--- src/mpg_pkg.sv ---
// Constants shared by the miscellaneous pin, strap and GPIO control block
// Behaviour
// - Drive EEPROM clock pin while accessing EEPROM
// - EEPROM data pin carries data both ways
// - Idle EEPROM data pin sits at one
// - Normally scan pin is output holding zero
// - Manufacturing test turns scan pin into input
// - GPIO direction follows output enable register bits
// - GPIO seven to five give SMBus address
// - Debug mode reads GPIO four to zero
// - Power saving strap sampled at reset
// - Debug strap low enters debug mode
// - Port status driven only in debug mode with enable strap
// - Three port status outputs for ports 0-2
package mpg_pkg;

    // Register byte addresses on the APB
    localparam logic [7:0] ADDR_GPIO_OE  = 8'h00;
    localparam logic [7:0] ADDR_GPIO_OUT = 8'h04;
    localparam logic [7:0] ADDR_GPIO_IN  = 8'h08;
    localparam logic [7:0] ADDR_STRAP    = 8'h0c;
    localparam logic [7:0] ADDR_EE_CTRL  = 8'h10;

    // Values after reset
    localparam logic [7:0] RST_GPIO_OE  = 8'h00;
    localparam logic [7:0] RST_GPIO_OUT = 8'h00;
    localparam logic [3:0] RST_EE_CTRL  = 4'h0;

    // EEPROM control register fields
    localparam int EE_ACTIVE = 0;
    localparam int EE_CLK    = 1;
    localparam int EE_DRIVE  = 2;
    localparam int EE_DOUT   = 3;
    localparam int EE_DIN    = 4;

    // Strap status register fields
    localparam int ST_SMB_LSB = 0;
    localparam int ST_PWR     = 3;
    localparam int ST_DBG     = 4;
    localparam int ST_STOE    = 5;
    localparam int ST_SMBCLK  = 6;
    localparam int ST_MFG     = 7;
    localparam int ST_SEL_LSB = 8;
    localparam int ST_DONE    = 13;
    localparam int ST_SCANIN  = 14;

    // Positions within the synchronised pin vector
    localparam int SY_GPIO   = 0;
    localparam int SY_EEDATA = 8;
    localparam int SY_SMBCLK = 9;
    localparam int SY_SCANIN = 10;
    localparam int SY_MFG    = 11;
    localparam int SY_PWR    = 12;
    localparam int SY_DBG    = 13;
    localparam int SY_STOE   = 14;
    localparam int SYNC_W    = 15;

    // Cycles after reset release before straps are captured
    localparam logic [1:0] STRAP_SETTLE = 2'h2;

endpackage

--- src/mpg_sync.sv ---
// Two-flop synchroniser for pins arriving from outside the clock domain
module mpg_sync #(
    parameter int W = 1
) (
    input  wire logic         clock,
    input  wire logic         arst_n,
    input  wire logic [W-1:0] d,
    output logic      [W-1:0] q
);

    logic [W-1:0] meta;
    logic [W-1:0] next_meta;
    logic [W-1:0] next_q;

    always_comb begin
        next_meta = d;
        next_q    = meta;
    end

    always_ff @(posedge clock or negedge arst_n) begin
        if (!arst_n) begin
            meta <= {W{1'b0}};
            q    <= {W{1'b0}};
        end else begin
            meta <= next_meta;
            q    <= next_q;
        end
    end

endmodule

--- src/mpg_strap.sv ---
// Strap capture: samples board straps once after reset release and holds them
module mpg_strap (
    input  wire logic       clock,
    input  wire logic       arst_n,
    input  wire logic       power_saving_strap_s,
    input  wire logic       debug_enable_strap_s,
    input  wire logic [2:0] smbus_addr_pins_s,
    output logic            strap_done,
    output logic            power_saving_enable,
    output logic            debug_mode,
    output logic      [2:0] smbus_address
);

    logic [1:0] settle;
    logic [1:0] next_settle;
    logic       next_strap_done;
    logic       next_power_saving_enable;
    logic       next_debug_mode;
    logic [2:0] next_smbus_address;

    // Wait out the synchroniser depth so its reset zeros are never captured
    always_comb begin
        next_settle              = settle;
        next_strap_done          = strap_done;
        next_power_saving_enable = power_saving_enable;
        next_debug_mode          = debug_mode;
        next_smbus_address       = smbus_address;
        if (!strap_done) begin
            if (settle == mpg_pkg::STRAP_SETTLE) begin
                next_strap_done          = 1'b1;
                next_power_saving_enable = power_saving_strap_s;
                next_debug_mode          = !debug_enable_strap_s;
                next_smbus_address       = smbus_addr_pins_s;
            end else begin
                next_settle = settle + 2'h1;
            end
        end
    end

    always_ff @(posedge clock or negedge arst_n) begin
        if (!arst_n) begin
            settle              <= 2'h0;
            strap_done          <= 1'b0;
            power_saving_enable <= 1'b0;
            debug_mode          <= 1'b0;
            smbus_address       <= 3'h0;
        end else begin
            settle              <= next_settle;
            strap_done          <= next_strap_done;
            power_saving_enable <= next_power_saving_enable;
            debug_mode          <= next_debug_mode;
            smbus_address       <= next_smbus_address;
        end
    end

endmodule

--- src/mpg_top.sv ---
// Miscellaneous pin control: GPIO, EEPROM pins, scan pin, straps, APB registers
//
// The APB register port and the address map were left to the implementer.
module mpg_top (
    input  wire logic        clock,
    input  wire logic        arst_n,
    input  wire logic        psel,
    input  wire logic        penable,
    input  wire logic        pwrite,
    input  wire logic [7:0]  paddr,
    input  wire logic [31:0] pwdata,
    output logic      [31:0] prdata,
    output logic             pready,
    output logic             pslverr,
    input  wire logic [7:0]  gpio_in,
    output logic      [7:0]  gpio_out,
    output logic      [7:0]  gpio_oe_n,
    output logic             eeprom_serial_clock,
    input  wire logic        eeprom_serial_data_in,
    output logic             eeprom_serial_data_out,
    output logic             eeprom_serial_data_oe_n,
    input  wire logic        smbus_clock_in,
    input  wire logic        scan_enable_in,
    output logic             scan_enable_out,
    output logic             scan_enable_oe_n,
    input  wire logic        manufacturing_test,
    input  wire logic        power_saving_strap,
    input  wire logic        debug_enable_strap,
    input  wire logic        status_output_enable_strap,
    input  wire logic [2:0]  port_status_src,
    output logic      [2:0]  port_status,
    output logic             port_status_oe_n,
    output logic             power_saving_enable,
    output logic             debug_mode,
    output logic      [4:0]  debug_select,
    output logic      [2:0]  smbus_address
);

    logic [mpg_pkg::SYNC_W-1:0] pins_s;
    logic [7:0]  gpio_s;
    logic        eedata_s;
    logic        smbclk_s;
    logic        scanin_s;
    logic        mfg_s;
    logic        pwr_s;
    logic        dbg_s;
    logic        stoe_s;
    logic        strap_done;

    logic [7:0]  gpio_oe;
    logic [3:0]  ee_ctrl;
    logic [31:0] rd_word;
    logic [31:0] strap_word;
    logic        access;
    logic        done_xfer;

    logic [7:0]  next_gpio_oe;
    logic [7:0]  next_gpio_out;
    logic [3:0]  next_ee_ctrl;
    logic [31:0] next_prdata;
    logic        next_pready;
    logic        next_pslverr;

    logic [7:0]  next_gpio_oe_n;
    logic        next_ee_clock;
    logic        next_ee_dout;
    logic        next_ee_oe_n;
    logic        next_scan_out;
    logic        next_scan_oe_n;
    logic [2:0]  next_port_status;
    logic        next_port_status_oe_n;
    logic [4:0]  next_debug_select;

    // Every off-chip input, the SMBus clock included, is only ever sampled
    mpg_sync #(
        .W (mpg_pkg::SYNC_W)
    ) u_sync (
        .clock  (clock),
        .arst_n (arst_n),
        .d      ({status_output_enable_strap, debug_enable_strap, power_saving_strap,
                  manufacturing_test, scan_enable_in, smbus_clock_in,
                  eeprom_serial_data_in, gpio_in}),
        .q      (pins_s)
    );

    assign gpio_s   = pins_s[mpg_pkg::SY_GPIO +: 8];
    assign eedata_s = pins_s[mpg_pkg::SY_EEDATA];
    assign smbclk_s = pins_s[mpg_pkg::SY_SMBCLK];
    assign scanin_s = pins_s[mpg_pkg::SY_SCANIN];
    assign mfg_s    = pins_s[mpg_pkg::SY_MFG];
    assign pwr_s    = pins_s[mpg_pkg::SY_PWR];
    assign dbg_s    = pins_s[mpg_pkg::SY_DBG];
    assign stoe_s   = pins_s[mpg_pkg::SY_STOE];

    mpg_strap u_strap (
        .clock                (clock),
        .arst_n               (arst_n),
        .power_saving_strap_s (pwr_s),
        .debug_enable_strap_s (dbg_s),
        .smbus_addr_pins_s    (gpio_s[7:5]),
        .strap_done           (strap_done),
        .power_saving_enable  (power_saving_enable),
        .debug_mode           (debug_mode),
        .smbus_address        (smbus_address)
    );

    function automatic logic reg_hit(input logic [7:0] a);
        reg_hit = (a == mpg_pkg::ADDR_GPIO_OE) || (a == mpg_pkg::ADDR_GPIO_OUT) ||
                  (a == mpg_pkg::ADDR_GPIO_IN) || (a == mpg_pkg::ADDR_STRAP) ||
                  (a == mpg_pkg::ADDR_EE_CTRL);
    endfunction

    // ------------------------------------------------------------------
    // APB slave: one wait state, pready rises in the second access cycle
    // ------------------------------------------------------------------
    assign access    = psel && penable && !pready;
    assign done_xfer = psel && penable && pready;

    always_comb begin
        strap_word = 32'h0;
        strap_word[mpg_pkg::ST_SMB_LSB +: 3] = smbus_address;
        strap_word[mpg_pkg::ST_PWR]          = power_saving_enable;
        strap_word[mpg_pkg::ST_DBG]          = debug_mode;
        strap_word[mpg_pkg::ST_STOE]         = stoe_s;
        strap_word[mpg_pkg::ST_SMBCLK]       = smbclk_s;
        strap_word[mpg_pkg::ST_MFG]          = mfg_s;
        strap_word[mpg_pkg::ST_SEL_LSB +: 5] = debug_select;
        strap_word[mpg_pkg::ST_DONE]         = strap_done;
        strap_word[mpg_pkg::ST_SCANIN]       = scanin_s;
    end

    always_comb begin
        case (paddr)
            mpg_pkg::ADDR_GPIO_OE:  rd_word = {24'h0, gpio_oe};
            mpg_pkg::ADDR_GPIO_OUT: rd_word = {24'h0, gpio_out};
            mpg_pkg::ADDR_GPIO_IN:  rd_word = {24'h0, gpio_s};
            mpg_pkg::ADDR_STRAP:    rd_word = strap_word;
            mpg_pkg::ADDR_EE_CTRL:  rd_word = {27'h0, eedata_s, ee_ctrl};
            default:                rd_word = 32'h0;
        endcase
    end

    always_comb begin
        next_gpio_oe  = gpio_oe;
        next_gpio_out = gpio_out;
        next_ee_ctrl  = ee_ctrl;
        next_prdata   = prdata;
        next_pready   = 1'b0;
        next_pslverr  = 1'b0;
        if (access) begin
            next_pready  = 1'b1;
            next_pslverr = !reg_hit(paddr);
            next_prdata  = pwrite ? 32'h0 : rd_word;
        end
        // Writes land only on the completing edge, never in the wait cycle
        if (done_xfer && pwrite) begin
            case (paddr)
                mpg_pkg::ADDR_GPIO_OE:  next_gpio_oe  = pwdata[7:0];
                mpg_pkg::ADDR_GPIO_OUT: next_gpio_out = pwdata[7:0];
                mpg_pkg::ADDR_EE_CTRL:  next_ee_ctrl  = pwdata[3:0];
                default:                next_gpio_oe  = gpio_oe;
            endcase
        end
    end

    always_ff @(posedge clock or negedge arst_n) begin
        if (!arst_n) begin
            gpio_oe  <= mpg_pkg::RST_GPIO_OE;
            gpio_out <= mpg_pkg::RST_GPIO_OUT;
            ee_ctrl  <= mpg_pkg::RST_EE_CTRL;
            prdata   <= 32'h0;
            pready   <= 1'b0;
            pslverr  <= 1'b0;
        end else begin
            gpio_oe  <= next_gpio_oe;
            gpio_out <= next_gpio_out;
            ee_ctrl  <= next_ee_ctrl;
            prdata   <= next_prdata;
            pready   <= next_pready;
            pslverr  <= next_pslverr;
        end
    end

    // ------------------------------------------------------------------
    // Pin drivers, all registered so pads see no combinational glitches
    // ------------------------------------------------------------------
    always_comb begin
        next_gpio_oe_n = ~gpio_oe;
        next_ee_clock  = ee_ctrl[mpg_pkg::EE_ACTIVE] && ee_ctrl[mpg_pkg::EE_CLK];
        if (ee_ctrl[mpg_pkg::EE_ACTIVE]) begin
            next_ee_dout = ee_ctrl[mpg_pkg::EE_DOUT];
            next_ee_oe_n = !ee_ctrl[mpg_pkg::EE_DRIVE];
        end else begin
            // Idle line held at one so the EEPROM never sees a false start
            next_ee_dout = 1'b1;
            next_ee_oe_n = 1'b0;
        end
        next_scan_out  = 1'b0;
        next_scan_oe_n = mfg_s;
        next_port_status_oe_n = !(debug_mode && stoe_s);
        next_port_status = next_port_status_oe_n ? 3'h0 : port_status_src;
        next_debug_select = debug_mode ? gpio_s[4:0] : 5'h0;
    end

    always_ff @(posedge clock or negedge arst_n) begin
        if (!arst_n) begin
            gpio_oe_n               <= ~mpg_pkg::RST_GPIO_OE;
            eeprom_serial_clock     <= 1'b0;
            eeprom_serial_data_out  <= 1'b1;
            eeprom_serial_data_oe_n <= 1'b0;
            scan_enable_out         <= 1'b0;
            scan_enable_oe_n        <= 1'b0;
            port_status             <= 3'h0;
            port_status_oe_n        <= 1'b1;
            debug_select            <= 5'h0;
        end else begin
            gpio_oe_n               <= next_gpio_oe_n;
            eeprom_serial_clock     <= next_ee_clock;
            eeprom_serial_data_out  <= next_ee_dout;
            eeprom_serial_data_oe_n <= next_ee_oe_n;
            scan_enable_out         <= next_scan_out;
            scan_enable_oe_n        <= next_scan_oe_n;
            port_status             <= next_port_status;
            port_status_oe_n        <= next_port_status_oe_n;
            debug_select            <= next_debug_select;
        end
    end
endmodule

--- config.mk ---
export PLATFORM = sky130hd
export DESIGN_NAME = mpg_top
export DESIGN_NICKNAME = d
export VERILOG_FILES = /design/src/mpg_pkg.sv /design/src/mpg_sync.sv /design/src/mpg_strap.sv /design/src/mpg_top.sv
export SDC_FILE = /design/constraint.sdc
export NUM_CORES = 1
export LEC_CHECK = 0
export BUFFER_PORTS_ARGS = -buffer_cell sky130_fd_sc_hd__buf_2
export CAP_MARGIN = 20
export CORE_MARGIN = 4
export CORE_UTILIZATION = 44
export DETAILED_ROUTE_END_ITERATION = 8
export PLACE_DENSITY = 0.83
export SYNTH_ARGS = -nofsm -noshare
export SYNTH_HDL_FRONTEND = slang
export SYNTH_SLANG_ARGS = --single-unit
--- constraint.sdc ---
create_clock -name clock -period 1.5 [get_ports clock]
set_clock_uncertainty 0.1 [all_clocks]
set_input_delay 0.3 -clock clock [delete_from_list [all_inputs] [get_ports clock]]
set_output_delay 0.3 -clock clock [all_outputs]
set_load 0.03 [all_outputs]
# After elaboration in Yosys (flattened, before gate mapping)
# Cells that the tools add are included.
# op_classes
reduce_logical	21
magnitude_cmp	0
div	0
mux	10
bitwise	3
n_addsub	1
n_shift	0
mul	0
eq_ne	5
# op_table
cell	count
15-bit one-hot mux with 5 select lines	1
32-bit two-way mux	1
8-bit by 4-bit == test with 1-bit output, second input constant	2
2-bit AND reduction	5
8-bit by 3-bit == test with 1-bit output, second input constant	1
8-bit by 5-bit == test with 1-bit output, second input constant	1
8-bit logical NOT	1
8-bit inverter	1
1-bit logical AND	6
1-bit two-way mux	6
1-bit logical NOT	5
5-bit two-way mux	1
1-bit logical OR	4
3-bit two-way mux	1
2-bit by 1-bit adder with 2-bit output, second input constant	1
2-bit == test, second input constant	1
1-bit inverter	2
# totals
mem_bits_rw	0
mem_count	0
elab_cells	61
out_inout_bits	69
regBits	113
input_bits	63
latch_bits	0
romBits	0

# Longest topological paths before layout
# Gate-level depths: netlist (run 1).
# depth
word_depth	7
depth_mapped	6

# By module
# From an unflattened synthesis (run 1), not the netlist that was laid out.
# hier_totals
hier_cells	251
hier_area_um2	3646.0
# modules_own_cells
mod	area_each_um2	instances	cells_each
mpg_top	2555.0	1	199
mpg_sync	750.7	1	30
mpg_strap	340.3	1	22

# Worst setup path before layout (run 1)
# OpenSTA, ideal clock, no wires.
# synth_timing
kind	input -> register
startpoint	in paddr[0]
endpoint	reg gpio_out[4]
required_time_ns	1.272
t_arrival_ns	1.424
setup_slack_ns	-0.151
path_buffers	0
stages	4
setup_ns	0.128
cell_sequence	or4_4 nor2_8 nand2_4 mux2_1
# synth_between
elab_chain_cells	2
# synth_rtl
element	line	text
start, declared	mpg_top.sv:10	input wire logic [7:0] paddr,
8-bit by 3-bit == test with 1-bit output	mpg_top.sv:157	case (paddr)
2-bit AND reduction (no line)	-	
end signal, assigned	mpg_top.sv:169	gpio_out <= mpg_pkg::RST_GPIO_OUT;
end signal, assigned	mpg_top.sv:176	gpio_out <= next_gpio_out;
end, declared	mpg_top.sv:16	output logic [7:0] gpio_out,
# No other way between the ends.
# A chain may end at the register's enable or synchronous reset.

# Final worst setup path (run 1)
# layout_timing
startpoint	reg gpio_oe_n[7]
endpoint	out gpio_oe_n[7]
# layout_rtl
element	line	text
start, declared	mpg_top.sv:17	output logic [7:0] gpio_oe_n,
start signal, assigned	mpg_top.sv:207	gpio_oe_n <= ~mpg_pkg::RST_GPIO_OE;
start signal, assigned	mpg_top.sv:217	gpio_oe_n <= next_gpio_oe_n;
# No word-level cell between the ends.

==> results of run 1 <==
[power breakdown]
part | total (W) | internal [W] | switching (W)
Sequential | 0.00269 | 0.00266 | 0.0000318
Clock | 0.00195 | 0.00115 | 0.000802
Combinational | 0.000426 | 0.000151 | 0.000275
[per-stage QoR]
step	utilization	instances	hold slack, ps	power, W	setup TNS (ps)
after detailed placement	0.538	464	236	0.00313	-9420
after global placement	0.538	464	233	0.00312	-7960
after global routing	0.591	496	63.4	0.00527	-52.1
final	0.591	496	67.9	0.00506	0
after CTS	0.588	495	60.3	0.00511	0
after floorplan	-	284	-95.6	0.00298	-2960
[sequential cells by signal, indices dropped and copies added, names as in the netlist, 2 cells and up]
register,cells
prdata,15
u_sync.meta,15
u_sync.q,15
gpio_oe,8
gpio_oe_n,8
gpio_out,8
debug_select,5
ee_ctrl,4
port_status,3
u_strap.smbus_address,3
u_strap.settle,2
[cells in the final DEF, fill, tap and decap left out, drive strengths merged, types with 4 or more instances in the layout]
cell         synthesis  final
a21oi                7      7
nor2                 6      6
nor3                 6      6
inv                 12     12
conb                 1     18
nand2b               4      4
dlygate4sd3          0     16
mux2i                8      8
buf                 23    100
o21ai               17     17
clkbuf               3     16
mux2                24     24
dfstp               10     10
nand2               28     28
dfrtp               86     86
nand3b               4      4
and2                 6      6
[what timing repair did]
action / CTS / global route
hold buffers: 16 / 0
resized for setup: 0 / 10
setup endpoints to repair: 0 / 17
hold endpoints to repair: 101 / 0
[final timing paths]
kind	to	slack, ps
worst max register to register	gpio_oe[0]$_DFFE_PN0P_	60
worst min-delay path	gpio_out[4]$_DFFE_PN0P_	70
max in group asynchronous	u_strap.debug_mode$_DFFE_PN0P_	460
worst min register to register	u_sync.q[7]$_DFF_PN0_	250
worst max-delay path	gpio_oe_n[7]	30
min in group asynchronous	port_status[2]$_DFF_PN0_	400
[area by class of cell]
| class | instances | area share |
|---|---|---|
| well taps | 102 | 0.0274 |
| clock buffers | 12 | 0.0311 |
| repair inverters | 1 | 0.00107 |
| clock inverters | 3 | 0.0193 |
| multi-input cells | 149 | 0.231 |
| repair buffers | 120 | 0.161 |
| inverters | 13 | 0.0113 |
| flip-flops and latches | 96 | 0.519 |
[cells by family after synthesis]
group,share of synthesized area
flops,0.663
simple gates,0.105
buf+inv,0.0604
mux,0.115
compound gates,0.0498
fa+ha+maj,0.00343
other cells,0.00103
xor+xnor,0.00240
[layer usage]
| metal | vias up | share of wire |
|---|---|---|
| li1 | 1107 | - |
| met1 | 1169 | 0.38 |
| met2 | 80 | 0.51 |
| met3 | 15 | 0.083 |
| met4 | 0 | 0.022 |
| met5 | - | 0 |
==> reports/metrics.yaml, run 1 <==
status: "completed"
dr.pass1.iters: 4
clkSlewWorstSetupHoldPaths_ps: 80
r2r_cells: 5
cap_violations: 0
synth_top_area_share: 0.591
antenna_cells: 0
startpoint: "gpio_oe_n[7]$_DFF_PN1_"
end_kind: "primary output"
post-synth-top-count-cell: "dfrtp_1"
cpLargestDelayFamily: "flip-flops"
fill_cells: 640
busiest_layer: "met2"
clk_latency_ps: 360
synth_seq_cells: 96
worstReg2RegStart: "pready$_DFF_PN0_"
hpwl_mm: 5.54
synth_edf_count: 0
cts_tree: "built"
powerDensity_nw_per_um2: 1090
yosysTopAreaCell: "dfrtp_1"
port_buffers: 89
fp-row-count: 32
final-setup-viol-count: 0
post-route-worst-setup-slack_ps: 34.0
drive_above_1_share: 0.424
initial_core_util: 0.462
grtUsageMet2: 0.254
root_buffer: "clkbuf_8"
place.gp.congestion: 0.845
grt.overflow.total: 0
syn2layout_area_growth_pct: 27.9
clock_sinks: 96
final_area_um2: 4660
wirelength_mm: 7.45
post_dp_cell_area_um2: 4240
grt_pass1_vias: 2430
met3_usage: 0.0630
worst-path-buf-inv: 1
slew_viol_final: 0
synth.yosys.seq_area_share: 0.663
synth.distinct_cells: 39
timing.fmax_ghz: 0.682
die_w_um: 99
worst-slew-pin-transition_ps: 507
p_leak_nw: 2.35
worstPathRequired_ps: 1100
min_path_cells: 2
numCtsBuffers: 9
ff_latch_area_um2: 2420
clockBufferDepth: 2
nets: 454
cp_data_arrival_time_ps: 1070
cp_slowest_cell: "dfstp_2"
rsz0062_at_grt: "yes"
worstPathCellList: "clkbuf_4"
drc: 0
finalCriticalPeriod_ps: 1470
ys_top_cells_by_count: "86 x dfrtp_1, 25 x nand2_1, 23 x mux2_2"
crit_path_start_kind: "flop"
dp_slack_ps: -333
num_vias: 2371
ir_worst_vdd_uv: 487
use_met1: 0.193
grt_pass1_wl_mm: 12.0
multi_input_area_um2: 1070
critPathMaxStageDelay_ps: 530
ant_nets: 0
cts_setup_buffers: 0
antenna_found_initial: 0
syn_area_um2: 3640
vias_per_cell: 4.78
yosysWarnings: 0
hp-class: "in -> reg"
cp_num_cells: 1
critPathMaxFanout: 1
period_share: 0.977
ys_async_sr_fraction: 1.00
hold_violations: 0
synth_cells: 267
track_usage: 0.159
relSlewSlack: 0.662
syn-mean-instance-area_um2: 13.6
die_area_um2: 9800
critPathKind: "reg -> out"
yosys-top-cells-area: "dfrtp_1 59%, dfstp_2 7.2%, mux2_2 7.1%"
dr.first_iter.drc_count: 96
holdCritStartpoint: "pwdata[4]"
wl_per_cell_um: 15.0
ys.flop_type: "dfrtp_1"
grt_max_degree: 97
h-tree-depth: 3
ios: 132
die_h_um: 99
core_area_um2: 7890
Power figures use the tool's default switching activity.
==> inputs of run 2 (changes only) <==
--- a/config.mk
+++ b/config.mk
@@ -8,9 +8,10 @@
 export BUFFER_PORTS_ARGS = -buffer_cell sky130_fd_sc_hd__buf_2
 export CAP_MARGIN = 20
 export CORE_MARGIN = 4
-export CORE_UTILIZATION = 44
+export CORE_UTILIZATION = 53
 export DETAILED_ROUTE_END_ITERATION = 8
-export PLACE_DENSITY = 0.83
+export PLACE_DENSITY = 0.93
+export SKIP_LAST_GASP = 1
 export SYNTH_ARGS = -nofsm -noshare
 export SYNTH_HDL_FRONTEND = slang
 export SYNTH_SLANG_ARGS = --single-unit
==> constraint.sdc (replaced) <==
create_clock -name clock -period 1.9 [get_ports clock]
set_clock_uncertainty 0.1 [all_clocks]
set_input_delay 0.38 -clock clock [delete_from_list [all_inputs] [get_ports clock]]
set_output_delay 0.38 -clock clock [all_outputs]
set_load 0.03 [all_outputs]
==> reports/metrics.yaml, run 2 (synthesis gave the netlist of run 1 again) <==
finalCriticalPeriod_ps: 1610
syn2layout_area_growth_pct: 21.4  # was 27.9%
initial_core_util: 0.561  # was 0.462
min_path_cells: 1  # was 2
fill_cells: 465  # was 640
dp_cells: 433  # was 464
critPathMaxStageDelay_ps: 520  # was 530 ps
period_share: 0.849
hold_violations: 0  # unchanged
h-tree-depth: 3  # unchanged
port_buffers: 89  # unchanged
place.gp.congestion: 0.897  # was 0.845
nets: 432  # was 454
crit_path_start_kind: "flop"  # unchanged
powerDensity_nw_per_um2: 912  # was 1090 nW/um2
clkPwrFrac: 0.399  # was 0.385
clock_sinks: 96  # unchanged
die_w_um: 90.9  # was 99 um
whs_ps: 25.2  # was 67.9 ps
drive_above_1_share: 0.426  # was 0.424
layout_commonest_cell: "buf_2"  # was dfrtp_1
clkSlewWorstSetupHoldPaths_ps: 90  # was 80 ps
intPower_w: 0.00313  # was 0.00395 W
core_area_um2: 6490  # was 7890 um2
hpwl_mm: 5.38  # was 5.54 mm
total_power_w: 0.00404  # was 0.00506 W
critPathKind: "reg -> out"  # unchanged
die_h_um: 90.9  # was 99 um
track_usage: 0.183  # was 0.159
timing.fmax_ghz: 0.620
cpLargestDelayFamily: "flip-flops"  # unchanged
die_area_um2: 8260  # was 9800 um2
cap_violations: 0  # unchanged
instances_no_fill: 450  # was 496
grt_max_degree: 61  # was 97
antenna_found_initial: 0  # unchanged
status: "completed"  # unchanged
cts_tree: "built"  # unchanged
ir_worst_vdd_uv: 603  # was 487 uV
cts_setup_buffers: 0  # unchanged
postCtsHoldBufs: 1  # was 16
worst-path-buf-inv: 1  # unchanged
ant_nets: 0  # unchanged
p_leak_nw: 2.26  # was 2.35 nW
p_sw_frac: 0.224  # was 0.219
vias_per_cell: 5.03  # was 4.78
clk_latency_ps: 350  # was 360 ps
grt.overflow.total: 0  # unchanged
worstPathCellList: "buf_2"  # was clkbuf_4
cp_data_arrival_time_ps: 1130  # was 1070 ps
cp_slowest_cell: "dfrtp_1"  # was dfstp_2
grt_pass1_wl_mm: 11.8  # was 12.0 mm
wl_per_cell_um: 16.0  # was 15.0 um
fp-row-count: 29  # was 32
end_kind: "primary output"  # unchanged
critPathMaxFanout: 12  # was 1
wirelength_mm: 7.18  # was 7.45 mm
combPwrFrac: 0.075  # was 0.084
ios: 132  # unchanged
cts_resized: 0  # unchanged
dr.pass1.iters: 4  # unchanged
final_cell_mix: "88 x buf_2, 86 x dfrtp_1, 25 x nand2_1, 23 x mux2_2, 18 x conb_1"  # was 84 x dfrtp_1, 82 x buf_2, 24 x nand2_1, 23 x mux2_2, 18 x conb_1
rsz0062_at_grt: "no"  # was yes
antenna_cells: 0  # unchanged
num_vias: 2264  # was 2371
utilization: 0.681  # was 0.591
grt_pass1_vias: 2332  # was 2430
largestRegisters: "prdata x15, u_sync.meta x15, u_sync.q x15"  # unchanged
numCtsBuffers: 9  # unchanged
final-setup-viol-count: 0  # unchanged
p_seq_frac: 0.526  # was 0.531
clockBufferDepth: 2  # unchanged
final_area_um2: 4420  # was 4660 um2
hp-class: "in -> reg"  # unchanged
multi_input_area_um2: 1070  # about the same
ff_latch_area_um2: 2410  # was 2420 um2
post_dp_cell_area_um2: 4160  # was 4240 um2
dr.first_iter.drc_count: 99  # was 96
root_buffer: "clkbuf_8"  # unchanged
r2r_cells: 4  # was 5
cp_num_cells: 1  # unchanged
worstPathRequired_ps: 1420  # was 1100 ps
slew_viol_final: 0  # unchanged
drc: 0  # unchanged
p_sw_w: 0.000903  # was 0.00111 W
## run 2: changes by cell type in the layout (fill, tap and decap cells not counted), sizes merged
cell / before / now
clkbuf: 16 / 11
dlygate4sd3: 16 / 1
clkinvlp: 2 / 1
clkinv: 0 / 2
buf: 100 / 98
## run 2: final cells by class
type | instances | share of cell area
flip-flops and latches | 96 | 0.546
repair buffers | 99 | 0.122
multi-input cells | 149 | 0.242
well taps | 77 | 0.0218
inverters | 13 | 0.0110
clock buffers | 11 | 0.0342
clock inverters | 5 | 0.0232
## run 2: final timing paths
check / slack (ps) / from / endpoint
setup / recovery: 290 / u_strap.debug_mode$_DFFE_PN0P_ / debug_mode
hold / removal: 30 / debug_enable_strap / u_sync.meta[13]$_DFF_PN0_
setup reg to reg: 340 / pready$_DFF_PN0_ / gpio_oe[3]$_DFFE_PN0P_
hold reg to reg: 250 / u_sync.meta[2]$_DFF_PN0_ / u_sync.q[2]$_DFF_PN0_
max in group asynchronous: 780 / arst_n / port_status_oe_n$_DFF_PN1_
min in group asynchronous: 310 / arst_n / gpio_out[6]$_DFFE_PN0P_
## run 2: routing by layer
layer  global-route usage  share of wire
met1                0.226           0.39
met2                0.303           0.51
met3               0.0667          0.076
met4               0.0590          0.018
met5                    0              0
## run 2: per-stage QoR
step	setup slack [ps]	setup TNS, ps
after floorplan	169	0
after global placement	0.670	0
after detailed placement	-35.7	-35.7
after CTS	261	0
after global routing	181	0
final	286	0
## run 2: power groups by stage
| stage | clock network (W) | logic (W) | registers [W] |
|---|---|---|---|
| 6_report | 0.00161 | 0.000302 | 0.00212 |
| 5_1_grt | 0.00173 | 0.000329 | 0.00213 |
| 4_1_cts | 0.00164 | 0.000305 | 0.00212 |
| 3_5_place_dp | 0 | 0.000301 | 0.00216 |
| 3_3_place_gp | 0 | 0.000294 | 0.00216 |
| 2_1_floorplan | 0 | 0.000153 | 0.00220 |
